[src/design/fie_pkg.sv]
// fie_pkg: constants shared by the fault interrupt enable block.
// assumes a 10 MHz system clock and a 32-bit classic wishbone register bus.
`default_nettype none

package fie_pkg;

  // register indices; the byte address on the bus is four times the index
  localparam logic [7:0] FIE_IDX_NV_EN_TWO   = 8'h0C;
  localparam logic [7:0] FIE_IDX_NV_EN_THREE = 8'h0D;
  localparam logic [7:0] FIE_IDX_SH_EN_TWO   = 8'h4C;
  localparam logic [7:0] FIE_IDX_SH_EN_THREE = 8'h4D;
  localparam logic [7:0] FIE_IDX_WDG_TIME    = 8'h4E;
  localparam logic [7:0] FIE_IDX_SYS_CFG_TWO = 8'h50;
  localparam logic [7:0] FIE_IDX_STAT_TWO    = 8'h51;
  localparam logic [7:0] FIE_IDX_STAT_THREE  = 8'h52;
  localparam logic [7:0] FIE_IDX_CLR_TWO     = 8'h53;
  localparam logic [7:0] FIE_IDX_CLR_THREE   = 8'h54;

  // enable word layout
  localparam int FIE_ECC_MSB  = 15;
  localparam int FIE_ECC_LSB  = 12;
  localparam int FIE_DED_BIT  = 11;
  localparam int FIE_DATA_W   = 11;
  localparam int FIE_WORD_W   = 16;
  localparam int FIE_STAT2_W  = 11;
  localparam int FIE_STAT3_W  = 5;
  localparam int FIE_EN3_W    = 2;

  // group-two status bits raised inside this block
  localparam int FIE_ST2_APB_FAIL = 8;
  localparam int FIE_ST2_WDG      = 7;

  // system configuration two fields
  localparam int FIE_CFG_WDG_EN     = 0;
  localparam int FIE_CFG_PROTO_IRQ  = 1;
  localparam int FIE_CFG_VOL_MODE   = 2;
  localparam int FIE_CFG_APB_FAIL   = 6;

  // reset values
  localparam logic [15:0] FIE_EN_RESET   = 16'h0000;
  localparam logic [10:0] FIE_WDG_RESET  = 11'h000;
  localparam logic [10:0] FIE_STAT_RESET = 11'h000;

  // watchdog timing: one step of the timer setting
  localparam int unsigned FIE_CLK_PERIOD_NS = 100;
  localparam int unsigned FIE_WDG_STEP_NS   = 584000;
  localparam int unsigned FIE_WDG_STEP_CYCLES =
    (FIE_WDG_STEP_NS / FIE_CLK_PERIOD_NS < 1) ? 1 : FIE_WDG_STEP_NS / FIE_CLK_PERIOD_NS;
  localparam int FIE_WDG_SET_W = 11;

endpackage

`default_nettype wire

[src/design/fie_fault_irq_enable.sv]
// fie_fault_irq_enable: enable masking of group-two and group-three fault
// sources onto the active-low interrupt request, with a wishbone slave.
// assumes fault inputs are asynchronous levels; bus is classic wishbone.
//
// Summary of operation
// - enable 0 blocks its status bit from the request, 1 lets it through
// - group-two enable bit 10 gates pin overvoltage status two bit 10
// - group-two enable bit 9 gates analog undervoltage status two bit 9
// - group-two enable bit 8 gates bus transfer failure status two bit 8
// - writes to read-only registers are refused and flagged in config and status
// - group-two enable bit 7 gates watchdog timeout; expiry sets status two bit 7
// - pin signalling needs interrupt protocol selected and volatile mode off
// - group-two enable bit 6 gates seal ring break status two bit 6
// - group-two enable bit 5 gates state machine error, status three bit 1
// - group-two enable bit 4 gates output common-mode fault status two bit 4
// - group-two enable bit 3 gates output overcurrent status two bit 3
// - group-two enable bit 2 gates digital overvoltage, status three bit 4
// - group-two enable bit 1 gates gain loop range error, status three bit 3
// - group-two enable bit 0 gates receiver path fault status two bit 0
// - group-three enable bit 1 gates transmitter coil fault, status three bit 0
// - group-three enable bit 0 gates self-test failure, status three bit 2
// - top four bits of each enable word hold the correction check word
// - bit 11 of each enable word holds the double-error parity bit
// - watchdog timeout is 584 us times one plus the 11-bit setting
`default_nettype none

module fie_fault_irq_enable
  import fie_pkg::*;
#(
  parameter int unsigned WDG_STEP_CYCLES = FIE_WDG_STEP_CYCLES,
  parameter int          ADR_W           = 10
) (
  // clock and reset
  input  wire logic                   clk_i,
  input  wire logic                   rst_i,
  // wishbone slave
  input  wire logic                   wb_cyc_i,
  input  wire logic                   wb_stb_i,
  input  wire logic                   wb_we_i,
  input  wire logic [ADR_W-1:0]       wb_adr_i,
  input  wire logic [3:0]             wb_sel_i,
  input  wire logic [31:0]            wb_dat_i,
  output logic                        wb_ack_o,
  output logic [31:0]                 wb_dat_o,
  // fault sources, asynchronous levels
  input  wire logic [FIE_STAT2_W-1:0] fault_two_i,
  input  wire logic [FIE_STAT3_W-1:0] fault_three_i,
  // interrupt request
  output logic                        irq_n_o,
  output logic                        adr_irq_o,
  output logic                        adr_irq_oe_o
);

  localparam int FLT_W = FIE_STAT2_W + FIE_STAT3_W;

  // hamming check over the 11 data bits plus an overall parity bit
  function automatic logic [FIE_WORD_W-1:0] protect(input logic [FIE_DATA_W-1:0] d);
    logic [3:0] c;
    int         j;
    c = 4'h0;
    j = 0;
    for (int k = 3; k < 16; k++) begin
      if ((k & (k - 1)) != 0) begin
        for (int b = 0; b < 4; b++) begin
          if (k[b]) begin
            c[b] = c[b] ^ d[j];
          end
        end
        j = j + 1;
      end
    end
    return {c, ^{c, d}, d};
  endfunction

  // byte-lane merge of a write into an 11-bit data field
  function automatic logic [FIE_DATA_W-1:0] merge(input logic [FIE_DATA_W-1:0] old,
                                                  input logic [31:0]           wd,
                                                  input logic [3:0]            sel);
    logic [FIE_DATA_W-1:0] r;
    r = old;
    if (sel[0]) begin
      r[7:0] = wd[7:0];
    end
    if (sel[1]) begin
      r[10:8] = wd[10:8];
    end
    return r;
  endfunction

  // ---------------- fault input synchronisers ----------------
  logic [FLT_W-1:0] sync1_reg;
  logic [FLT_W-1:0] sync2_reg;
  logic [FLT_W-1:0] sync3_reg;
  logic [FLT_W-1:0] flt_reg;
  logic [FLT_W-1:0] flt_next;

  // a change is taken only once the second and third stages agree; the first
  // stage may settle late and only the second reads it, and a glitch shorter
  // than a cycle never reaches the status latches
  assign flt_next = (sync2_reg & sync3_reg) | (flt_reg & (sync2_reg | sync3_reg));

  always_ff @(posedge clk_i) begin
    if (rst_i) begin
      sync1_reg <= '0;
      sync2_reg <= '0;
      sync3_reg <= '0;
      flt_reg   <= '0;
    end else begin
      sync1_reg <= {fault_three_i, fault_two_i};
      sync2_reg <= sync1_reg;
      sync3_reg <= sync2_reg;
      flt_reg   <= flt_next;
    end
  end

  // ---------------- bus decode ----------------
  logic       ack_reg;
  logic [31:0] dat_reg;

  wire [7:0] idx     = wb_adr_i[ADR_W-1:2];
  // a held request is taken once: ack_reg blocks the cycle after it
  wire       access  = wb_cyc_i && wb_stb_i && !ack_reg;
  wire       wr      = access && wb_we_i;

  wire hit_nv2   = (idx == FIE_IDX_NV_EN_TWO);
  wire hit_nv3   = (idx == FIE_IDX_NV_EN_THREE);
  wire hit_sh2   = (idx == FIE_IDX_SH_EN_TWO);
  wire hit_sh3   = (idx == FIE_IDX_SH_EN_THREE);
  wire hit_wdg   = (idx == FIE_IDX_WDG_TIME);
  wire hit_cfg   = (idx == FIE_IDX_SYS_CFG_TWO);
  wire hit_st2   = (idx == FIE_IDX_STAT_TWO);
  wire hit_st3   = (idx == FIE_IDX_STAT_THREE);
  wire hit_clr2  = (idx == FIE_IDX_CLR_TWO);
  wire hit_clr3  = (idx == FIE_IDX_CLR_THREE);

  // status words are read-only; a write to them is a transfer failure
  // the write data itself is dropped; only the flag and status bit record it
  wire apb_fail_ev = wr && (hit_st2 || hit_st3);

  // ---------------- enable words ----------------
  // nonvolatile copies are stored and read back but do not gate the request
  logic [FIE_WORD_W-1:0] nv2_reg;
  logic [FIE_WORD_W-1:0] nv3_reg;
  logic [FIE_WORD_W-1:0] sh2_reg;
  logic [FIE_WORD_W-1:0] sh3_reg;

  // check bits are recomputed on every write, never taken from the bus
  // no correction is done here; the check bits only travel with the word
  wire [FIE_WORD_W-1:0] nv2_next = protect(merge(nv2_reg[FIE_DATA_W-1:0], wb_dat_i, wb_sel_i));
  wire [FIE_WORD_W-1:0] nv3_next = protect(merge(nv3_reg[FIE_DATA_W-1:0], wb_dat_i, wb_sel_i));
  wire [FIE_WORD_W-1:0] sh2_next = protect(merge(sh2_reg[FIE_DATA_W-1:0], wb_dat_i, wb_sel_i));
  // shadow group three holds only two writable data bits; the other data bits read zero
  wire [FIE_DATA_W-1:0] sh3_data = {{(FIE_DATA_W - FIE_EN3_W){1'b0}},
                                    (wb_sel_i[0] ? wb_dat_i[FIE_EN3_W-1:0]
                                                 : sh3_reg[FIE_EN3_W-1:0])};
  wire [FIE_WORD_W-1:0] sh3_next = protect(sh3_data);

  always_ff @(posedge clk_i) begin
    if (rst_i) begin
      nv2_reg <= FIE_EN_RESET;
      nv3_reg <= FIE_EN_RESET;
      sh2_reg <= FIE_EN_RESET;
      sh3_reg <= FIE_EN_RESET;
    end else begin
      if (wr && hit_nv2) begin
        nv2_reg <= nv2_next;
      end
      if (wr && hit_nv3) begin
        nv3_reg <= nv3_next;
      end
      if (wr && hit_sh2) begin
        sh2_reg <= sh2_next;
      end
      if (wr && hit_sh3) begin
        sh3_reg <= sh3_next;
      end
    end
  end

  // ---------------- configuration ----------------
  logic [FIE_WDG_SET_W-1:0] wdg_set_reg;
  logic                     wdg_en_reg;
  logic                     proto_irq_reg;
  logic                     vol_mode_reg;
  logic                     apb_flag_reg;

  // a configuration write uses lane 0 only; the other lanes hold nothing here
  wire cfg_wr = wr && hit_cfg;
  // set wins over a write-one clear arriving in the same cycle
  wire apb_flag_next = apb_fail_ev ||
                       (apb_flag_reg && !(cfg_wr && wb_sel_i[0] && wb_dat_i[FIE_CFG_APB_FAIL]));

  always_ff @(posedge clk_i) begin
    if (rst_i) begin
      wdg_set_reg   <= FIE_WDG_RESET;
      wdg_en_reg    <= 1'b0;
      proto_irq_reg <= 1'b0;
      vol_mode_reg  <= 1'b0;
      apb_flag_reg  <= 1'b0;
    end else begin
      if (wr && hit_wdg) begin
        wdg_set_reg <= merge(wdg_set_reg, wb_dat_i, wb_sel_i);
      end
      if (cfg_wr && wb_sel_i[0]) begin
        wdg_en_reg    <= wb_dat_i[FIE_CFG_WDG_EN];
        proto_irq_reg <= wb_dat_i[FIE_CFG_PROTO_IRQ];
        vol_mode_reg  <= wb_dat_i[FIE_CFG_VOL_MODE];
      end
      apb_flag_reg <= apb_flag_next;
    end
  end

  // ---------------- watchdog ----------------
  logic wdg_expire;

  // any bus access by the host counts as servicing the watchdog, so a host
  // that polls status keeps it quiet; a watchdog enabled again starts a full
  // period
  fie_wdg_timer #(
    .STEP_CYCLES (WDG_STEP_CYCLES)
  ) u_wdg (
    .clk_i     (clk_i),
    .rst_i     (rst_i),
    .enable_i  (wdg_en_reg),
    .restart_i (access),
    .setting_i (wdg_set_reg),
    .expire_o  (wdg_expire)
  );

  // ---------------- latched fault status ----------------
  logic [FIE_STAT2_W-1:0] st2_reg;
  logic [FIE_STAT3_W-1:0] st3_reg;

  wire [FIE_STAT2_W-1:0] ev2;
  wire [FIE_STAT2_W-1:0] clr2;
  wire [FIE_STAT3_W-1:0] clr3;

  // bits 8 and 7 come from this block; the pins for them are ignored
  assign ev2 = {flt_reg[10:9],
                apb_fail_ev,
                wdg_expire,
                flt_reg[6:0]};
  assign clr2 = (wr && hit_clr2) ? merge('0, wb_dat_i, wb_sel_i) : '0;
  assign clr3 = (wr && hit_clr3 && wb_sel_i[0]) ? wb_dat_i[FIE_STAT3_W-1:0] : '0;

  // a fault still present sets its bit again at once, so a clear only
  // sticks once the source has gone; set wins over clear
  always_ff @(posedge clk_i) begin
    if (rst_i) begin
      st2_reg <= FIE_STAT_RESET;
      st3_reg <= FIE_STAT_RESET[FIE_STAT3_W-1:0];
    end else begin
      st2_reg <= (st2_reg & ~clr2) | ev2;
      st3_reg <= (st3_reg & ~clr3) | flt_reg[FLT_W-1:FIE_STAT2_W];
    end
  end

  // ---------------- enable gating ----------------
  wire [FIE_DATA_W-1:0] en2 = sh2_reg[FIE_DATA_W-1:0];
  wire [FIE_EN3_W-1:0]  en3 = sh3_reg[FIE_EN3_W-1:0];

  // status bit steered to each group-two enable position
  wire [FIE_DATA_W-1:0] src2;
  assign src2[10] = st2_reg[10];
  assign src2[9]  = st2_reg[9];
  assign src2[8]  = st2_reg[8];
  assign src2[7]  = st2_reg[7];
  assign src2[6]  = st2_reg[6];
  assign src2[5]  = st3_reg[1];
  assign src2[4]  = st2_reg[4];
  assign src2[3]  = st2_reg[3];
  assign src2[2]  = st3_reg[4];
  assign src2[1]  = st3_reg[3];
  assign src2[0]  = st2_reg[0];

  wire [FIE_EN3_W-1:0] src3;
  assign src3[1] = st3_reg[0];
  assign src3[0] = st3_reg[2];

  wire pend2     = |(en2 & src2);
  wire pend3     = |(en3 & src3);
  wire pending   = pend2 || pend3;
  // the pin follows the request only in interrupt protocol with volatile mode off
  wire pin_route = proto_irq_reg && !vol_mode_reg;

  logic irq_n_reg;
  logic pin_oe_reg;
  logic pin_val_reg;

  // the pin value is a constant low, kept in a flop so every output leaves a register
  always_ff @(posedge clk_i) begin
    if (rst_i) begin
      irq_n_reg   <= 1'b1;
      pin_oe_reg  <= 1'b0;
      pin_val_reg <= 1'b0;
    end else begin
      irq_n_reg   <= !pending;
      pin_oe_reg  <= pending && pin_route;
      pin_val_reg <= 1'b0;
    end
  end

  // ---------------- read data and acknowledge ----------------
  wire [31:0] cfg_word = {25'h0000000, apb_flag_reg, 3'h0,
                          vol_mode_reg, proto_irq_reg, wdg_en_reg};

  // unmapped addresses are acknowledged and read as zero
  // read data is held between reads, so a slow master may still take it
  wire [31:0] rd_word =
    hit_nv2 ? {16'h0000, nv2_reg} :
    hit_nv3 ? {16'h0000, nv3_reg} :
    hit_sh2 ? {16'h0000, sh2_reg} :
    hit_sh3 ? {16'h0000, sh3_reg} :
    hit_wdg ? {21'h000000, wdg_set_reg} :
    hit_cfg ? cfg_word :
    hit_st2 ? {21'h000000, st2_reg} :
    hit_st3 ? {27'h0000000, st3_reg} :
    32'h00000000;

  always_ff @(posedge clk_i) begin
    if (rst_i) begin
      ack_reg <= 1'b0;
      dat_reg <= 32'h00000000;
    end else begin
      ack_reg <= access;
      if (access && !wb_we_i) begin
        dat_reg <= rd_word;
      end
    end
  end

  assign wb_ack_o     = ack_reg;
  assign wb_dat_o     = dat_reg;
  assign irq_n_o      = irq_n_reg;
  // open-drain: the pin is only ever pulled low
  assign adr_irq_o    = pin_val_reg;
  assign adr_irq_oe_o = pin_oe_reg;

endmodule

`default_nettype wire

[src/design/fie_wdg_timer.sv]
// fie_wdg_timer: interrupt watchdog, expires (setting + 1) steps after restart.
// assumes restart is a same-clock pulse from the bus slave.
`default_nettype none

module fie_wdg_timer
  import fie_pkg::*;
#(
  parameter int unsigned STEP_CYCLES = FIE_WDG_STEP_CYCLES
) (
  // clock and reset
  input  wire logic                     clk_i,
  input  wire logic                     rst_i,
  // control
  input  wire logic                     enable_i,
  input  wire logic                     restart_i,
  input  wire logic [FIE_WDG_SET_W-1:0] setting_i,
  // result
  output logic                          expire_o
);

  localparam int PRE_W = $clog2(STEP_CYCLES + 1);
  localparam logic [PRE_W-1:0] PRE_LAST = PRE_W'(STEP_CYCLES - 1);

  logic [PRE_W-1:0]         pre_reg;
  logic [FIE_WDG_SET_W-1:0] step_reg;
  logic                     expire_reg;

  wire step_done = (pre_reg == PRE_LAST);
  wire all_done  = step_done && (step_reg == setting_i);
  wire hold      = !enable_i || restart_i;

  // a disabled or restarted timer starts a fresh full period
  always_ff @(posedge clk_i) begin
    if (rst_i || hold || all_done) begin
      pre_reg  <= '0;
      step_reg <= '0;
    end else if (step_done) begin
      pre_reg  <= '0;
      step_reg <= step_reg + 1'b1;
    end else begin
      pre_reg  <= pre_reg + 1'b1;
    end
  end

  always_ff @(posedge clk_i) begin
    if (rst_i) begin
      expire_reg <= 1'b0;
    end else begin
      expire_reg <= !hold && all_done;
    end
  end

  assign expire_o = expire_reg;

endmodule

`default_nettype wire

[config.mk]
export PLATFORM = sky130hd
export DESIGN_NAME = fie_fault_irq_enable
export DESIGN_NICKNAME = d
export VERILOG_FILES = /design/src/design/fie_pkg.sv /design/src/design/fie_fault_irq_enable.sv /design/src/design/fie_wdg_timer.sv
export SDC_FILE = /design/constraint.sdc
export NUM_CORES = 1
export LEC_CHECK = 0
export BUFFER_PORTS_ARGS = -buffer_cell sky130_fd_sc_hd__buf_2
export CORE_MARGIN = 8
export CORE_UTILIZATION = 48
export CTS_CLUSTER_SIZE = 8
export DETAILED_ROUTE_END_ITERATION = 10
export PLACE_DENSITY = 0.78
export SLEW_MARGIN = 20
export SYNTH_ARGS = -nofsm -noshare
export SYNTH_HDL_FRONTEND = slang
export SYNTH_SLANG_ARGS = --single-unit
[constraint.sdc]
create_clock -name clk_i -period 2.5 [get_ports clk_i]
set_clock_uncertainty 0.05 [all_clocks]
set_input_delay 0.125 -clock clk_i [delete_from_list [all_inputs] [get_ports clk_i]]
set_output_delay 0.125 -clock clk_i [all_outputs]
set_load 0.02 [all_outputs]
* Word level (Yosys, flattened, before mapping)
Cells that the tools add are included.
** Word-level totals
- Bits in registers :: 209
- Bits in latches :: 0
- Bits in writable memories :: 0
- ROM bits :: 0
- Bits of input ports :: 67
- Output and inout bits :: 36
- Logic and storage cells :: 184
- Memories kept :: 0
** Cells by class
- $add $sub $neg :: 2
- $mul :: 0
- Divide/modulo/power cells :: 0
- Order comparisons :: 0
- Equal/unequal tests :: 12
- Shifts and indexed selects :: 0
- Muxes and demuxes :: 19
- Bitwise logic cells :: 85
- Reduce and logical (&&, ||, !) cells :: 43
** Operators by type and width (number)
- $mux 32 :: 7
- $xor 1x1->1 :: 73
- $eq 8x7->1 const B :: 8
- $reduce_xor 15->1 :: 4
- $and 16x16->16 :: 2
- $mux 8 :: 4
- $or 16x16->16 :: 2
- $and 11x11->11 :: 2
- $logic_and 1x1->1 :: 21
- $eq 8x4->1 const B :: 2
- $add 13x1->13 const B :: 1
- $eq 13x13->1 const B :: 1
- $mux 3 :: 4
- $add 11x1->11 const B :: 1
- $eq 11x11->1 :: 1
- $mux 11 :: 1
- $not 11->11 :: 1
- $or 11x11->11 :: 1
- $reduce_or 11->1 :: 1
- $mux 5 :: 2
- $logic_not 1->1 :: 7
- $logic_or 1x1->1 :: 6
- $and 5x5->5 :: 1
- $not 5->5 :: 1
- 5 further kinds :: 7

* Logic depth before layout (Yosys ltp)
Gate-level depths: netlist of the first run.
- Depth after elaboration :: 9
- Gate-level depth with buffers :: 9
- Gate-level depth less buffers :: 8

* By module
From an unflattened synthesis of the first run, not the netlist that was laid out.
** Second synthesis, totals
- Cells, all modules :: 1006
- Area, all modules :: 8597.0 µm²
** By module, submodules not included
- fie_fault_irq_enable :: times used 1, cells an instance 867, area each 7347.0 µm², seq. area each 3143.0 µm²
- fie_wdg_timer :: times used 1, cells an instance 139, area each 1249.9 µm², seq. area each 500.5 µm²

* Worst setup path after synthesis of the first run
OpenSTA, ideal clock, no wires.
- Path kind :: flip-flop to flip-flop
- Start :: register u_wdg.pre_reg[0]
- End :: register u_wdg.step_reg[4]
- Library setup time :: 0.115 ns
- Data arrival time :: 1.928 ns
- Data required time :: 2.335 ns
- Setup slack :: 0.407 ns
- Stages on the path, launching flop included :: 9
- Path buffers :: 1
- Clock period less this slack :: 2.093 ns
- Cell sequence :: dfxtp_1 -> ha_1 -> nand3_1 -> nor4_4 -> nand3_1 -> or4_1 -> nand2b_2 -> buf_6 -> nor2_1
** Between the ends
- Longest elaborated chain between the ends :: 3
** RTL lines
- start: declaration :: line fie_wdg_timer.sv:24 : logic [PRE_W-1:0] pre_reg;
- start signal: assignment :: line fie_wdg_timer.sv:41 : pre_reg <= pre_reg + 1'b1;
- $eq 13x13->1 (*) :: line fie_wdg_timer.sv:28 : wire step_done = (pre_reg == PRE_LAST);
- $logic_and 1x1->1 :: line fie_wdg_timer.sv:29 : wire all_done = step_done && (step_reg == setting_i);
- $logic_or 1x1->1 :: line fie_wdg_timer.sv:34 : if (rst_i || hold || all_done) begin
- end signal: assignment :: line fie_wdg_timer.sv:39 : step_reg <= step_reg + 1'b1;
- end: declaration :: line fie_wdg_timer.sv:25 : logic [FIE_WDG_SET_W-1:0] step_reg;
Every way passes the cells marked *; elsewhere a longest branch is shown, timed or not.
A chain may end at the register's enable or synchronous reset.

* Worst setup path in the final report of the first run
- Start :: register u_wdg.pre_reg[0]
- End :: register u_wdg.step_reg[2]
Same word-level chain as after synthesis.

==> results of run 1 <==
-- cell usage after synthesis, types with 2 or more instances --
| cell type | count |
|---|---|
| sky130_fd_sc_hd__nor3_1 | 13 |
| sky130_fd_sc_hd__ha_1 | 2 |
| sky130_fd_sc_hd__inv_1 | 9 |
| sky130_fd_sc_hd__xnor2_1 | 55 |
| sky130_fd_sc_hd__buf_4 | 19 |
| sky130_fd_sc_hd__nor2_1 | 106 |
| sky130_fd_sc_hd__nor3b_1 | 3 |
| sky130_fd_sc_hd__nor2b_1 | 45 |
| sky130_fd_sc_hd__and2_1 | 3 |
| sky130_fd_sc_hd__buf_2 | 17 |
| sky130_fd_sc_hd__o22ai_1 | 4 |
| sky130_fd_sc_hd__nor4_1 | 2 |
| sky130_fd_sc_hd__nand3b_1 | 2 |
| sky130_fd_sc_hd__o21ai_0 | 35 |
| sky130_fd_sc_hd__a221oi_1 | 11 |
| sky130_fd_sc_hd__or4_1 | 3 |
| sky130_fd_sc_hd__xor2_1 | 49 |
| sky130_fd_sc_hd__or3_1 | 4 |
| sky130_fd_sc_hd__buf_1 | 2 |
| sky130_fd_sc_hd__nand2b_1 | 3 |
| sky130_fd_sc_hd__nand4_1 | 2 |
| sky130_fd_sc_hd__a211oi_1 | 18 |
| sky130_fd_sc_hd__dfxtp_1 | 182 |
| sky130_fd_sc_hd__a22oi_1 | 14 |
| sky130_fd_sc_hd__clkbuf_1 | 37 |
| sky130_fd_sc_hd__nand2_1 | 121 |
| sky130_fd_sc_hd__nand3_1 | 46 |
| sky130_fd_sc_hd__a22o_1 | 2 |
| sky130_fd_sc_hd__a21oi_2 | 2 |
| sky130_fd_sc_hd__mux2i_1 | 36 |
| sky130_fd_sc_hd__a21oi_1 | 97 |
| sky130_fd_sc_hd__and3_1 | 4 |
| sky130_fd_sc_hd__mux2_2 | 2 |
| sky130_fd_sc_hd__and3_2 | 2 |
| sky130_fd_sc_hd__xnor3_1 | 3 |
| sky130_fd_sc_hd__o211ai_1 | 2 |
| sky130_fd_sc_hd__a311oi_1 | 3 |
| sky130_fd_sc_hd__a2bb2oi_1 | 2 |
-- through the flow --
step / cell area [µm²] / util, %
floorplan: 8480 / -
CTS: 9790 / 56.8
detailed placement: 8960 / 52.0
finish: 9790 / 56.8
global route: 9790 / 56.8
global placement: 8960 / 52.0
-- worst max-delay path, stage by stage, from the launching register on --
cell	delay [ns]
sky130_fd_sc_hd__dfxtp_1	0.37
sky130_fd_sc_hd__ha_1	0.20
sky130_fd_sc_hd__nand3_1	0.21
sky130_fd_sc_hd__nor4_4	0.41
sky130_fd_sc_hd__nand3_1	0.10
sky130_fd_sc_hd__or4_1	0.45
sky130_fd_sc_hd__nand2b_2	0.23
sky130_fd_sc_hd__nor2_1	0.08
-- how the worst min path moves through the flow --
stage | start | to | slack (ns) | cells past startpoint
floorplan | fault_two_i[0] | sync1_reg[0] | 0.20 | 1
global placement | fault_three_i[2] | sync1_reg[13] | 0.28 | 2
detailed placement | fault_two_i[2] | sync1_reg[2] | 0.29 | 2
CTS | wb_dat_i[7] | wdg_set_reg[7] | 0.02 | 3
global route | wb_dat_i[7] | wdg_set_reg[7] | 0.03 | 3
finish | wb_stb_i | wb_ack_o | 0.03 | 3
-- repair_timing --
item,CTS,global route
buffers inserted,0,0
hold buffers,19,0
endpoints found under the hold margin,31,0
-- cells by family (layout without fill, tap and decap cells) --
| logic type | Yosys count | count (layout) | synth area share (%) |
|---|---|---|---|
| DFF | 182 | 182 | 43.3 |
| adders and majority gates | 2 | 2 | 0.297 |
| other | 1 | 18 | 0.0445 |
| buffers and inverters | 85 | 151 | 4.98 |
| AOI/OAI and AO/OA | 198 | 198 | 14.1 |
| and+or+nand+nor | 372 | 372 | 20.9 |
| xor gates and xnor gates | 108 | 108 | 11.8 |
| muxes | 38 | 38 | 4.55 |
-- power groups by stage --
stage	clock network, mW	logic, mW	registers [mW]
CTS	2.79	0.599	2.96
global placement	0	0.565	3.02
detailed placement	0	0.571	3.02
global route	2.93	0.647	2.96
finish	2.75	0.607	2.96
floorplan	0	0.422	3.03
-- metal layers --
| layer | routed length (µm) | part of all wire [%] | global-route usage [%] | vias to the layer above |
|---|---|---|---|---|
| met3 | 1830 | 8.1 | 4.74 | 51 |
| met5 | 21 | 0.093 | 0 | - |
| met4 | 728 | 3.2 | 9.33 | 4 |
| met2 | 10400 | 46 | 32.8 | 272 |
| met1 | 9570 | 42 | 26.2 | 3360 |
| li1 | - | - | - | 3477 |
-- area by class of cell --
type / instances / area (µm²)
flip-flops and latches: 182 / 3640
well taps: 225 / 282
fillers: 1521 / 7440
multi-input cells: 735 / 4430
diodes: 1 / 2.50
clock buffers: 17 / 425
inverters: 9 / 33.8
repair buffers: 110 / 768
clock inverters: 15 / 209
==> impl_metrics.sql, run 1 <==
INSERT INTO impl_metrics (metric_group, metric, value, unit) VALUES
('clock_network', 'cts_resized', '0', ''),
('critical_path', 'setup.worst_path.end', 'u_wdg.step_reg[2]', ''),
('logic_synthesis', 'post_synth.cell_area_avg', '8.54', 'µm²'),
('placed_design', 'place.gp.congestion', '0.998', ''),
('clock_network', 'clk_pin_slew', '0.07', 'ns'),
('critical_path', 'r2r_cells', '7', ''),
('critical_path', 'crit_arrival', '2.49', 'ns'),
('sta', 'finalHoldViolations', '0', ''),
('global_routing', 'groute.usage.overall', '20.6', '%'),
('route', 'total_number_of_vias', '7164', ''),
('sta', 'timing.slew.headroom', '62.3', '%'),
('floorplan', 'ios', '103', ''),
('sta', 'tightestPinTransition', '0.550', 'ns'),
('route', 'drt_first_pass_iters', '7', ''),
('clock_network', 'insertion_delay', '0.44', 'ns'),
('outcome', 'status', 'finished, final reports clean', ''),
('clock_network', 'cts.path.max_buffers', '2', ''),
('clock_network', 'clockRootBuffer', 'sky130_fd_sc_hd__clkbuf_16', ''),
('power', 'power_frac_comb', '9.6', '%'),
('floorplan', 'initial_utilization', '48.9', '%'),
('clock_network', 'cts_num_sinks', '182', ''),
('floorplan', 'floorplan.core_area', '17200', 'µm²'),
('route', 'drc', '0', ''),
('route', 'wl', '22500', 'µm'),
('critical_path', 'critPathKind', 'flip-flop to flip-flop', ''),
('global_routing', 'grt_antenna_before_repair', '3', ''),
('logic_synthesis', 'netlist.top_cell.by_area', 'sky130_fd_sc_hd__dfxtp_1', ''),
('sta', 'min_period', '2.22', 'ns'),
('sta', 'totalNegativeSetupSlack', '0', 'ns'),
('sta', 'whs', '0.0267', 'ns'),
('placed_design', 'placedCellCount', '1242', ''),
('finish', 'layout_commonest_cell', 'sky130_fd_sc_hd__dfxtp_1', ''),
('logic_synthesis', 'yosys.area.top_type_share', '43.3', '%'),
('floorplan', 'dieWidth', '148', 'µm'),
('finish', 'most_used_cells_in_the_layout_excluding_fill_and_tap_cells', '182 x sky130_fd_sc_hd__dfxtp_1, 121 x sky130_fd_sc_hd__nand2_1, 106 x sky130_fd_sc_hd__nor2_1', ''),
('route', 'detail_route.wl_per_cell', '17.4', 'µm'),
('global_routing', 'grt_start_max_net_pins', '60', ''),
('placed_design', 'detailedPlacementHpwl', '16100', 'µm'),
('power', 'power.clock.fraction', '43.5', '%'),
('placed_design', 'pre_cts_ws', '0.287', 'ns'),
('clock_network', 'cts_htree_levels', '4', ''),
('critical_path', 'rr_startpoint', 'u_wdg.pre_reg[0]', ''),
('finish', 'areaGrowthSynthToFinish', '16.3', '%'),
('global_routing', 'grt_pass1_vias', '6692', ''),
('power', 'p_int', '4.65', 'mW'),
('critical_path', 'worstSetupStartpoint', 'u_wdg.pre_reg[0]', ''),
('power', 'p_seq_share', '46.8', '%'),
('sta', 'fin_ws', '0.278', 'ns'),
('finish', 'nets', '1124', ''),
('logic_synthesis', 'postSynth.topFlopCell', 'sky130_fd_sc_hd__dfxtp_1', ''),
('finish', 'post_layout_nonfiller_instances', '1294', ''),
('logic_synthesis', 'post_synth_num_cell_types', '62', ''),
('critical_path', 'crit-reg2reg-capture', 'u_wdg.step_reg[2]', ''),
('global_routing', 'grt_remaining_overflow', '0', ''),
('sta', 'final-max-slew-violation-count', '0', ''),
('route', 'drtAntennaViolNets', '0', ''),
('flow_run', 'maxCapViolCount', '0', ''),
('clock_network', 'tritoncts.num_buffers', '17', ''),
('logic_synthesis', 'synth_enable_flop_cells', '0', ''),
('clock_network', 'cts_tree', 'yes', ''),
('logic_synthesis', 'netlist_instances', '986', ''),
('power', 'power_switching_share', '26.4', '%'),
('power', 'worst_ir_drop_vdd', '0.511', 'mV'),
('floorplan', 'die-height', '148', 'µm'),
('critical_path', 'worst_ep_required_time', '2.77', 'ns'),
('critical_path', 'worst_setup_path_end_kind', 'flip-flop', ''),
('power', 'power.density', '645', 'nW/µm²'),
('route', 'drt-vias-per-instance', '5.54', ''),
('floorplan', 'core.rowCount', '48', ''),
('critical_path', 'timing.reg2reg.setup_slack', '0.28', 'ns'),
('power', 'p_leak', '3.71', 'nW');
(Power assumes the default switching activity.)
==> run 2: changes to the inputs <==
Settings changed: CAP_MARGIN set to 20, PLACE_DENSITY 0.78 to 0.68.
==> impl_metrics.sql, run 2 (synthesized netlist as in run 1, its figures left out) <==
INSERT INTO impl_metrics (metric_group, metric, value, unit) VALUES
('outcome', 'status', 'finished, final reports clean', ''),
('floorplan', 'die-height', '148', 'µm'),
('finish', 'areaGrowthSynthToFinish', '15.9', '%'),
('global_routing', 'grt_start_max_net_pins', '56', ''),
('route', 'drtAntennaViolNets', '0', ''),
('power', 'worst_ir_drop_vdd', '0.477', 'mV'),
('clock_network', 'cts_tree', 'yes', ''),
('route', 'drt_first_pass_iters', '6', ''),
('global_routing', 'grt_remaining_overflow', '0', ''),
('route', 'drc', '0', ''),
('sta', 'tightestPinTransition', '0.616', 'ns'),
('clock_network', 'clk_pin_slew', '0.08', 'ns'),
('sta', 'timing.slew.headroom', '58.9', '%'),
('critical_path', 'rr_startpoint', 'u_wdg.pre_reg[0]', ''),
('floorplan', 'ios', '103', ''),
('route', 'detail_route.wl_per_cell', '17.1', 'µm'),
('route', 'wl', '22100', 'µm'),
('route', 'drt-vias-per-instance', '5.36', ''),
('global_routing', 'grt_pass1_wl', '35200', 'µm'),
('sta', 'timing.final.setup_violations', '0', ''),
('power', 'p_seq_share', '47.2', '%'),
('min_path', 'hp-class', 'input port to flip-flop', ''),
('route', 'initialDrtViolationCount', '679', ''),
('critical_path', 'worst_setup_path_end_kind', 'flip-flop', ''),
('clock_network', 'cts_num_sinks', '182', ''),
('placed_design', 'detailedPlacementHpwl', '16200', 'µm'),
('clock_network', 'cts.path.max_buffers', '2', ''),
('clock_network', 'insertion_delay', '0.43', 'ns'),
('floorplan', 'initial_utilization', '48.9', '%'),
('power', 'power.switching', '1.63', 'mW'),
('critical_path', 'r2r_cells', '7', ''),
('critical_path', 'worst_ep_required_time', '2.77', 'ns'),
('min_path', 'worst_hold_path.num_cells', '3', ''),
('critical_path', 'timing.reg2reg.setup_slack', '0.29', 'ns'),
('floorplan', 'die_area', '22000', 'µm²'),
('finish', 'nFillCells', '1600', ''),
('sta', 'fmax', '452', 'MHz'),
('finish', 'layout.area.seq', '3640', 'µm²'),
('sta', 'rsz0062_at_grt', 'no', ''),
('sta', 'final_min_period_over_clock_period', '88.6', '%'),
('sta', 'min_period', '2.21', 'ns'),
('floorplan', 'core.rowCount', '48', ''),
('clock_network', 'tritoncts.num_buffers', '17', ''),
('critical_path', 'crit_arrival', '2.48', 'ns'),
('finish', 'n_antenna_cell', '0', ''),
('critical_path', 'critical_path_peak_fanout', '11', ''),
('clock_network', 'clockRootBuffer', 'sky130_fd_sc_hd__clkbuf_16', ''),
('sta', 'totalNegativeSetupSlack', '0', 'ns'),
('finish', 'final_area', '9760', 'µm²'),
('power', 'power_frac_comb', '9.5', '%'),
('floorplan', 'dieWidth', '148', 'µm'),
('power', 'p_leak', '3.70', 'nW'),
('clock_network', 'post-cts-setup-buffers', '0', ''),
('finish', 'layout_commonest_cell', 'sky130_fd_sc_hd__dfxtp_1', ''),
('flow_run', 'maxCapViolCount', '0', ''),
('finish', 'nets', '1125', ''),
('power', 'p_int', '4.63', 'mW'),
('global_routing', 'grt_antenna_before_repair', '0', ''),
('critical_path', 'critPathKind', 'flip-flop to flip-flop', ''),
('sta', 'final-max-slew-violation-count', '0', ''),
('placed_design', 'place.gp.congestion', '1.01', ''),
('route', 'total_number_of_vias', '6936', ''),
('finish', 'drive_above_1_share', '13.2', '%'),
('global_routing', 'groute.usage.overall', '20.3', '%'),
('sta', 'finalHoldViolations', '0', ''),
('clock_network', 'cts_htree_levels', '4', ''),
('placed_design', 'port_buffers', '58', ''),
('placed_design', 'placed_cell_area', '8960', 'µm²'),
('floorplan', 'floorplan.core_area', '17200', 'µm²'),
('finish', 'most_used_cells_in_the_layout_excluding_fill_and_tap_cells', '182 x sky130_fd_sc_hd__dfxtp_1, 121 x sky130_fd_sc_hd__nand2_1, 106 x sky130_fd_sc_hd__nor2_1', ''),
('power', 'power_switching_share', '26.1', '%'),
('power', 'power.clock.fraction', '43.3', '%'),
('min_path', 'hold_path.startpoint', 'wb_dat_i[2]', ''),
('critical_path', 'worstSetupStartpoint', 'u_wdg.pre_reg[0]', ''),
('global_routing', 'grt_pass1_vias', '6474', ''),
('critical_path', 'worst_setup_path_start_kind', 'flip-flop', ''),
('finish', 'multiInputGateArea', '4430', 'µm²'),
('power', 'power.density', '641', 'nW/µm²');
==> run 2: cell types whose count changed in the layout (fill, tap and decap cells not counted), sizes merged <==
cell | previous run | this run
diode | 1 | 0
clkinv | 8 | 6
inv | 14 | 15
buf | 91 | 92
clkinvlp | 1 | 2
==> run 2: metrics by stage <==
step / power [mW] / std cells / hold slack (ns) / worst slack, ns / util, %
global placement: 3.59 / 1243 / 0.282 / 0.354 / 52.0
floorplan: 3.46 / 1002 / 0.203 / 0.407 / -
CTS: 6.30 / 1294 / 0.000259 / 0.284 / 56.6
detailed placement: 3.59 / 1243 / 0.290 / 0.323 / 52.0
finish: 6.26 / 1294 / 0.0100 / 0.286 / 56.6
global route: 6.46 / 1294 / 0.0122 / 0.117 / 56.6
==> run 2: power by group through the flow <==
stage                     registers [mW]  clock network [mW]  logic (mW)
after CTS                           2.96                2.75       0.594
final                               2.96                2.71       0.594
after floorplan                     3.03                   0       0.422
after global routing                2.96                2.86       0.642
after global placement              3.02                   0       0.567
after detailed placement            3.02                   0       0.571
==> run 2: critical path, cell delays in order (launching register included) <==
cell and delay (ns):
sky130_fd_sc_hd__dfxtp_1 0.35, sky130_fd_sc_hd__ha_1 0.18, sky130_fd_sc_hd__nand3_1 0.20, sky130_fd_sc_hd__nor4_4 0.38, sky130_fd_sc_hd__nand3_1 0.12, sky130_fd_sc_hd__or4_1 0.48
sky130_fd_sc_hd__nand2b_2 0.25, sky130_fd_sc_hd__nor2_1 0.08
==> run 2: path summary, 6_finish.rpt <==
kind	endpoint
setup / recovery	u_wdg.step_reg[10]
hold / removal	nv2_reg[2]
setup reg to reg	u_wdg.step_reg[10]
hold reg to reg	sync2_reg[12]
==> run 2: repair_timing <==
item	4_1_cts	5_1_grt
hold buffers	19	0
gates resized for setup	0	0
hold endpoints to repair	27	0
==> run 2: layout make-up <==
class / count / share of cell area [%]
clock buffer: 17 / 4.36
tap: 225 / 2.88
multi-input combinational: 735 / 45.4
sequential: 182 / 37.3
timing repair buffer: 111 / 7.82
clock inverter: 15 / 1.91
inverter: 9 / 0.346
==> run 2: metal layers <==
layer / up-vias / track usage [%] / part of all wire (%)
met1: 3193 / 26.8 / 44
met4: 0 / 8.87 / 3.1
met2: 232 / 31.9 / 46
met5: - / 0 / 0
li1: 3466 / - / -
met3: 45 / 3.62 / 6.8
